`src/hdl/bsx_map.svh`:
```
`ifndef BSX_MAP_SVH
`define BSX_MAP_SVH

// ----------------------------------------------------------------------
// Register byte offsets
// ----------------------------------------------------------------------
`define BSX_OFF_ACC 8'h00
`define BSX_OFF_STATUS 8'h04
`define BSX_OFF_INSTR 8'h08
`define BSX_OFF_FPTR 8'h0c
`define BSX_OFF_FDATA 8'h10

// ----------------------------------------------------------------------
// Field positions
// ----------------------------------------------------------------------
`define BSX_ST_CARRY 0
`define BSX_ST_DIGIT 1
`define BSX_ST_ZERO 2
`define BSX_IN_OP_MSB 1
`define BSX_IN_OP_LSB 0
`define BSX_IN_DEST 4
`define BSX_IN_FADDR_MSB 14
`define BSX_IN_FADDR_LSB 8
`define BSX_IN_LIT_MSB 23
`define BSX_IN_LIT_LSB 16

// ----------------------------------------------------------------------
// Reset values
// ----------------------------------------------------------------------
`define BSX_RST_ACC 8'h00
`define BSX_RST_FLAGS 3'h0
`define BSX_RST_FPTR 7'h00

`endif

```
`src/hdl/bsx_pkg.sv`:
```
package bsx_pkg;

   typedef enum logic [1:0]
   {
      BSX_OP_SUB = 2'h0,
      BSX_OP_XORL = 2'h1,
      BSX_OP_XORW = 2'h2,
      BSX_OP_SWAP = 2'h3
   } bsx_op_e;

   typedef struct packed
   {
      logic [7:0] literal_byte;
      logic [6:0] faddr;
      logic result_target_bit;
      bsx_op_e op;
   } bsx_inst_s;

   typedef struct packed
   {
      logic null_result_flag;
      logic digit_borrow_flag;
      logic borrow_inverse_flag;
   } bsx_flags_s;

endpackage

```
`src/hdl/bsx_alu.sv`:
```
`timescale 1ns/1ps
`default_nettype none

module bsx_alu
   import bsx_pkg::*;
(
   input wire bsx_op_e op,
   input wire logic [7:0] acc,
   input wire logic [7:0] fval,
   input wire logic [7:0] literal_byte,
   input wire bsx_flags_s flags_in,
   output logic [7:0] result,
   output bsx_flags_s flags_out
);

   logic [7:0] diff_w;
   logic [7:0] xorl_w;
   logic [7:0] xorw_w;
   logic [7:0] swap_w;

   assign diff_w = fval - acc;
   assign xorl_w = acc ^ literal_byte;
   assign xorw_w = acc ^ fval;
   assign swap_w = {fval[3:0], fval[7:4]};

   // Each zero test reads its own operation's value, so the result never feeds back into itself.
   always_comb
   begin
      result = diff_w;
      flags_out = flags_in;
      case (op)
         BSX_OP_SUB:
         begin
            result = diff_w;
            flags_out.borrow_inverse_flag = (acc <= fval);
            flags_out.digit_borrow_flag = (acc[3:0] <= fval[3:0]);
            flags_out.null_result_flag = (diff_w == 8'h00);
         end
         BSX_OP_XORL:
         begin
            result = xorl_w;
            flags_out.null_result_flag = (xorl_w == 8'h00);
         end
         BSX_OP_XORW:
         begin
            result = xorw_w;
            flags_out.null_result_flag = (xorw_w == 8'h00);
         end
         BSX_OP_SWAP:
         begin
            result = swap_w;
         end
         default:
         begin
            result = diff_w;
         end
      endcase
   end

endmodule // bsx_alu

`default_nettype wire

```
`src/hdl/bsx_regfile.sv`:
```
`timescale 1ns/1ps
`default_nettype none

module bsx_regfile
   import bsx_pkg::*;
(
   input wire logic mclk,
   input wire logic [6:0] raddr,
   output logic [7:0] rdata,
   input wire logic we,
   input wire logic [6:0] waddr,
   input wire logic [7:0] wdata
);

   // The read is combinational so an instruction fetches and writes back in one cycle.
   logic [7:0] mem [0:127];

   assign rdata = mem[raddr];

   always_ff @(posedge mclk)
   begin
      if (we)
      begin
         mem[waddr] <= wdata;
      end
   end

endmodule // bsx_regfile

`default_nettype wire

```
`src/hdl/bsx_top.sv`:
```
`timescale 1ns/1ps
`default_nettype none
`include "bsx_map.svh"

module bsx_top
   import bsx_pkg::*;
(
   input wire logic mclk,
   input wire logic rst,
   input wire logic psel,
   input wire logic penable,
   input wire logic pwrite,
   input wire logic [7:0] paddr,
   input wire logic [31:0] pwdata,
   output logic [31:0] prdata,
   output logic pready,
   output logic pslverr
);

   // ----------------------------------------------------------------------
   // State
   // ----------------------------------------------------------------------
   logic [7:0] acc_r;
   bsx_flags_s flags_r;
   bsx_inst_s inst_r;
   logic [6:0] fptr_r;
   logic [31:0] prdata_r;
   logic pslverr_r;

   // ----------------------------------------------------------------------
   // Bus decode
   // ----------------------------------------------------------------------
   logic setup_w;
   logic access_w;
   logic sel_acc;
   logic sel_stat;
   logic sel_inst;
   logic sel_fptr;
   logic sel_fdat;
   logic sel_none;
   logic wr_acc;
   logic wr_stat;
   logic wr_fptr;
   logic wr_fdat;
   logic exec_w;
   logic [31:0] rd_mux;
   logic [31:0] inst_word;

   assign setup_w = psel && !penable;
   assign access_w = psel && penable;
   assign sel_acc = (paddr == `BSX_OFF_ACC);
   assign sel_stat = (paddr == `BSX_OFF_STATUS);
   assign sel_inst = (paddr == `BSX_OFF_INSTR);
   assign sel_fptr = (paddr == `BSX_OFF_FPTR);
   assign sel_fdat = (paddr == `BSX_OFF_FDATA);
   assign sel_none = !(sel_acc || sel_stat || sel_inst || sel_fptr || sel_fdat);
   assign wr_acc = access_w && pwrite && sel_acc;
   assign wr_stat = access_w && pwrite && sel_stat;
   assign wr_fptr = access_w && pwrite && sel_fptr;
   assign wr_fdat = access_w && pwrite && sel_fdat;
   // Writing the instruction word executes it at the end of the access phase.
   assign exec_w = access_w && pwrite && sel_inst;

   // Zero wait states: every transfer, instructions included, ends in its first access cycle.
   assign pready = 1'b1;
   assign prdata = prdata_r;
   assign pslverr = pslverr_r;

   // ----------------------------------------------------------------------
   // Instruction decode
   // ----------------------------------------------------------------------
   bsx_inst_s inst_w;
   logic regform_w;
   logic to_file_w;

   assign inst_w.op = bsx_op_e'(pwdata[`BSX_IN_OP_MSB:`BSX_IN_OP_LSB]);
   assign inst_w.result_target_bit = pwdata[`BSX_IN_DEST];
   assign inst_w.faddr = pwdata[`BSX_IN_FADDR_MSB:`BSX_IN_FADDR_LSB];
   assign inst_w.literal_byte = pwdata[`BSX_IN_LIT_MSB:`BSX_IN_LIT_LSB];
   assign regform_w = (inst_w.op != BSX_OP_XORL);
   // The literal form has no register operand, so its target bit is ignored.
   assign to_file_w = regform_w && inst_w.result_target_bit;

   assign inst_word = {8'h00, inst_r.literal_byte, 1'b0, inst_r.faddr, 3'h0,
                       inst_r.result_target_bit, 2'h0, inst_r.op};

   // ----------------------------------------------------------------------
   // Datapath
   // ----------------------------------------------------------------------
   logic [6:0] rf_raddr;
   logic [7:0] rf_rdata;
   logic rf_we;
   logic [6:0] rf_waddr;
   logic [7:0] rf_wdata;
   logic [7:0] alu_res;
   bsx_flags_s alu_flags;

   assign rf_raddr = exec_w ? inst_w.faddr : fptr_r;
   assign rf_we = (exec_w && to_file_w) || wr_fdat;
   assign rf_waddr = exec_w ? inst_w.faddr : fptr_r;
   assign rf_wdata = exec_w ? alu_res : pwdata[7:0];

   bsx_regfile u_regfile
   (
      .mclk(mclk),
      .raddr(rf_raddr),
      .rdata(rf_rdata),
      .we(rf_we),
      .waddr(rf_waddr),
      .wdata(rf_wdata)
   );

   bsx_alu u_alu
   (
      .op(inst_w.op),
      .acc(acc_r),
      .fval(rf_rdata),
      .literal_byte(inst_w.literal_byte),
      .flags_in(flags_r),
      .result(alu_res),
      .flags_out(alu_flags)
   );

   assign rd_mux = sel_acc ? {24'h000000, acc_r} :
                   sel_stat ? {29'h00000000, flags_r} :
                   sel_inst ? inst_word :
                   sel_fptr ? {25'h0000000, fptr_r} :
                   sel_fdat ? {24'h000000, rf_rdata} : 32'h00000000;

   // ----------------------------------------------------------------------
   // Registers
   // ----------------------------------------------------------------------
   always_ff @(posedge mclk or posedge rst)
   begin
      if (rst)
      begin
         acc_r <= `BSX_RST_ACC;
      end
      else if (exec_w && !to_file_w)
      begin
         acc_r <= alu_res;
      end
      else if (wr_acc)
      begin
         acc_r <= pwdata[7:0];
      end
   end

   // An instruction and a status write never share a cycle, so no priority is lost here.
   always_ff @(posedge mclk or posedge rst)
   begin
      if (rst)
      begin
         flags_r <= `BSX_RST_FLAGS;
      end
      else if (exec_w)
      begin
         flags_r <= alu_flags;
      end
      else if (wr_stat)
      begin
         flags_r <= pwdata[2:0];
      end
   end

   always_ff @(posedge mclk or posedge rst)
   begin
      if (rst)
      begin
         inst_r <= '0;
         fptr_r <= `BSX_RST_FPTR;
      end
      else
      begin
         if (exec_w)
         begin
            inst_r <= inst_w;
         end
         if (wr_fptr)
         begin
            fptr_r <= pwdata[6:0];
         end
      end
   end

   // Read data and error are captured in the setup cycle so both leave from flip-flops.
   always_ff @(posedge mclk or posedge rst)
   begin
      if (rst)
      begin
         prdata_r <= 32'h00000000;
         pslverr_r <= 1'b0;
      end
      else if (setup_w)
      begin
         prdata_r <= pwrite ? 32'h00000000 : rd_mux;
         pslverr_r <= sel_none;
      end
   end

   logic exec_sub;
   logic exec_xorl;
   logic exec_xorw;
   logic exec_swap;
   logic [7:0] chk_diff;
   logic chk_le;
   logic chk_dle;
   logic [7:0] chk_xorl;
   logic [7:0] chk_xorw;
   logic [7:0] chk_swap;

   assign exec_sub = exec_w && (inst_w.op == BSX_OP_SUB);
   assign exec_xorl = exec_w && (inst_w.op == BSX_OP_XORL);
   assign exec_xorw = exec_w && (inst_w.op == BSX_OP_XORW);
   assign exec_swap = exec_w && (inst_w.op == BSX_OP_SWAP);
   assign chk_diff = rf_rdata - acc_r;
   assign chk_le = (acc_r <= rf_rdata);
   assign chk_dle = (acc_r[3:0] <= rf_rdata[3:0]);
   assign chk_xorl = acc_r ^ inst_w.literal_byte;
   assign chk_xorw = acc_r ^ rf_rdata;
   assign chk_swap = {rf_rdata[3:0], rf_rdata[7:4]};
endmodule // bsx_top

`default_nettype wire

```
`config.mk`:
```
export PLATFORM = sky130hd
export DESIGN_NAME = bsx_top
export DESIGN_NICKNAME = d
export VERILOG_FILES = /design/src/hdl/bsx_pkg.sv /design/src/hdl/bsx_alu.sv /design/src/hdl/bsx_regfile.sv /design/src/hdl/bsx_top.sv
export VERILOG_INCLUDE_DIRS = /design/src /design/src/hdl
export SDC_FILE = /design/constraint.sdc
export NUM_CORES = 1
export LEC_CHECK = 0
export BUFFER_PORTS_ARGS = -buffer_cell sky130_fd_sc_hd__buf_2
export CAP_MARGIN = 10
export CORE_MARGIN = 2
export CORE_UTILIZATION = 35
export CTS_CLUSTER_DIAMETER = 150
export CTS_CLUSTER_SIZE = 24
export DETAILED_ROUTE_END_ITERATION = 12
export MAX_ROUTING_LAYER = met4
export PLACE_DENSITY_LB_ADDON = 0.1
export RECOVER_POWER = 25
export SLEW_MARGIN = 0
export SYNTH_ARGS = -nofsm -noshare
export SYNTH_HDL_FRONTEND = slang
export SYNTH_SLANG_ARGS = --single-unit
```
`constraint.sdc`:
```
create_clock -name mclk -period 10.35 [get_ports mclk]
set_input_delay 1.035 -clock mclk [delete_from_list [all_inputs] [get_ports mclk]]
set_output_delay 1.035 -clock mclk [all_outputs]
set_load 0.01 [all_outputs]
```
==> run metrics <==
Post-Synth XOR/XNOR Area=0.002739; ys async rst share=0.05535; worst hold path stage count=2; actual slew at the worst max-slew pin=approximately 3.5 ns; WHS Endpoint=inst_r[15]$_DFFE_PP0N_; Worst Skew=roughly 0.048 ns; Hold WS=~0.48 ns; DR vias=about 31,000; CP max stage delay=~0.73 ns; Clock Sinks=1,084; critical path peak fanout=56; Mean Syn Cell Area=about 14 µm²; Post-Synth Simple-Gate Area=0.09474; critical path type=primary input to register; maximum vdd drop=around 0.11 mV; Buffers on Ports=approximately 60; top cell type's share of synthesized area=0.6868; Num CTS Buffers=around 50; DP Worst Slack=approximately 1.2 ns; top cells by area, synth=edfxtp_1 69%, dfrtp_1 3.4%, nand2_1 2.5%, o22ai_1 2.5%, mux2i_1 2.1%; status=complete, but fails checks; initial core utilization=0.3520; Yosys reg bits=~1,100; die footprint=between 0.1 and 0.15 mm²; synthesized cell area=~0.045 mm²; commonest non-fill, non-tap cell in the layout=edfxtp_1; Post-CTS Setup Repair Bufs=0; Detail Route Antenna Nets=0; Worst-Skew Late Latency=0.70 ns; Rows=131; max-slew violations=between 200 and 250; clk slew on worst S/H paths=roughly 0.1 ns; placed cells=about 4,900; worst setup margin=~1.5 ns; RSZ-0062 raised after global routing=false; combinational family with the most area after synthesis=compound AO/OA/AOI/OAI gates; fill cell count=roughly 12,000; initial drt markers=4,636; GRT met3 Usage=0.04109; Buf/Inv on CP=8; vias per cell=between 6 and 7; fin util=0.3915; Critical R2R Launch=fptr_r[1]$_DFFE_PP0P_; compound-cell area share of the yosys netlist=0.1223; final instance area=~0.05 mm²; Final Hold Vio Count=0; final period demand of the worst path=about 9 ns; post-place instance area=0.04845 mm²; n_diodes=0; Hold Path Class=register to register; GRT Util Overall=0.2846; DP HPWL=between 100,000 and 150,000 µm; Tcrit/Tclk final=0.8527; r2r setup slk=roughly 2.1 ns; root buf cell=clkbuf_16; H-tree level count=2; routing usage on met1=0.3819; Crit path top cell by count=buf_4; power per cell area=151.4 mW/mm²; Final #Nets=approximately 3,300; Area growth syn-to-layout=11.23%; required time of the critical path=between 10 and 15 ns; R2R Path End=u_regfile.mem[102][3]$_DFFE_PP_; CTS Buffer Depth=3; post-CTS sizing=0; Crit. Startpoint=paddr[0]; worst r2r path cells=25; Final Non-Filler Cells=4,959; predominant post-synthesis flop cell=edfxtp_1; most frequent cells in the layout=1,024 x edfxtp_1, 295 x nand2_1, 233 x nor2_1; Yosys cell types=a little over 90; met2 global-route usage=0.4372; remaining global-route overflow=0; hold wc startpoint=inst_r[15]$_DFFE_PP0N_; final setup TNS=0 ns; vias in the first global route=roughly 29,000; DRC errors left=0; First-pass DRT Iterations=6; failing checks=max-capacitance violations, max-slew violations; Setup Viol. Count Final=0; family with the most delay on the worst path=simple AND/OR/NAND/NOR gates; CP endpoint kind=register; Slew headroom=-1.338; core box area=between 0.1 and 0.15 mm²; area leader, netlist=edfxtp_1; Max Clk Rate=around 110 MHz; Crit-path slowest cell=o41ai_1; CP Launch Type=primary input; EDFF count, synth=between 1,000 and 1,500; GPL Wtd Cong=0.9388; sequential area share after synthesis=0.7204; Die X=361.6 µm; Synth Instances=approximately 3,200; global-route wire length before repair=~250,000 µm; Synth warnings=0; CP arrival=between 9 and 10 ns; total power=roughly 7.5 mW; share of layout cells above drive strength 1=0.1107; DR WL/cell=around 37 µm; gr busiest metal=met2; CTS tree=done; Boundary Pins=slightly below 80; Hold Buf Count CTS=0; Synth Area in Adders=0.004919; max_cap viols=10; Die Ht=about 360 µm; final wirelength=184,300 µm; largest net degree at the start of global routing=roughly 130; Leak=about 16 nW; post-synthesis mux area share=0.02778; antenna violations before repair=9
-- sequential cells by signal, summed over array words and instances, names as in the netlist --
register / count
pslverr: 1
prdata: 23
flags_r: 3
fptr_r: 7
inst_r: 18
u_regfile.mem: 1024
acc_r: 8
-- worst max-delay path by stage --
stage | endpoint | slack, ns | cells after the start
after floorplan | u_regfile.mem[0][5]$_DFFE_PP_ | 0.98 | 23
after global placement | u_regfile.mem[48][3]$_DFFE_PP_ | 1.35 | 28
after detailed placement | u_regfile.mem[102][3]$_DFFE_PP_ | 1.24 | 27
after CTS | u_regfile.mem[102][3]$_DFFE_PP_ | 1.88 | 27
after global routing | u_regfile.mem[97][3]$_DFFE_PP_ | 1.43 | 24
final | u_regfile.mem[102][3]$_DFFE_PP_ | 1.52 | 25
-- cell type report --
class | count | area, µm² | share of cell area
repair buffers | 254 | 2146 | 0.04309
clock buffers | 74 | 1405 | 0.02822
inverters | 53 | 198.9 | 0.003995
multi-input cells | 1831 | 11700 | 0.2349
well taps | 1662 | 2079 | 0.04176
clock inverters | 1 | 20.02 | 0.0004020
flip-flops and latches | 1084 | 32250 | 0.6477
-- where the power goes --
part | internal (mW) | switching, mW
Clock | 0.951 | 1.41
Sequential | 4.79 | 0.00655
Combinational | 0.103 | 0.277
Total | 5.85 | 1.69
-- tightest hold or removal path: stages, from the launching register on --
cell     delay (ns)
dfrtp_1        0.35
nand2_1        0.05
nand2_1        0.05
-- cells by family after synthesis --
kind of cell / after synthesis
flip-flops: 1084
AND/OR/NAND/NOR: 897
AO/OA/AOI/OAI: 773
buffers and inverters: 286
multiplexers: 120
adder cells (fa/ha/maj): 17
XOR/XNOR: 14
other: 2
-- synthesized netlist by cell type, types with 11 or more instances --
master	instances
a2111oi_0	11
a211oi_1	118
a21o_1	11
a21oi_1	97
a222oi_1	11
a22o_1	17
a22oi_1	26
a31oi_1	29
a32oi_1	32
and3_1	113
buf_1	32
buf_2	39
buf_4	15
clkbuf_1	143
dfrtp_1	60
edfxtp_1	1024
ha_1	16
inv_1	52
mux2_2	24
mux2i_1	95
nand2_1	300
nand2b_1	20
nand3_1	55
nand4_1	21
nor2_1	236
nor3_1	73
nor4_1	14
o2111ai_1	13
o21ai_0	58
o221ai_1	12
o22a_1	20
o22ai_1	180
o31ai_1	15
o41ai_1	26
or3_1	16
-- routing by layer --
layer,vias up,part of all wire
met5,-,0
met4,0,0.047
met3,322,0.084
met2,1664,0.46
met1,16330,0.41
li1,12670,-
No activity file was read; power rests on OpenSTA's default activity.
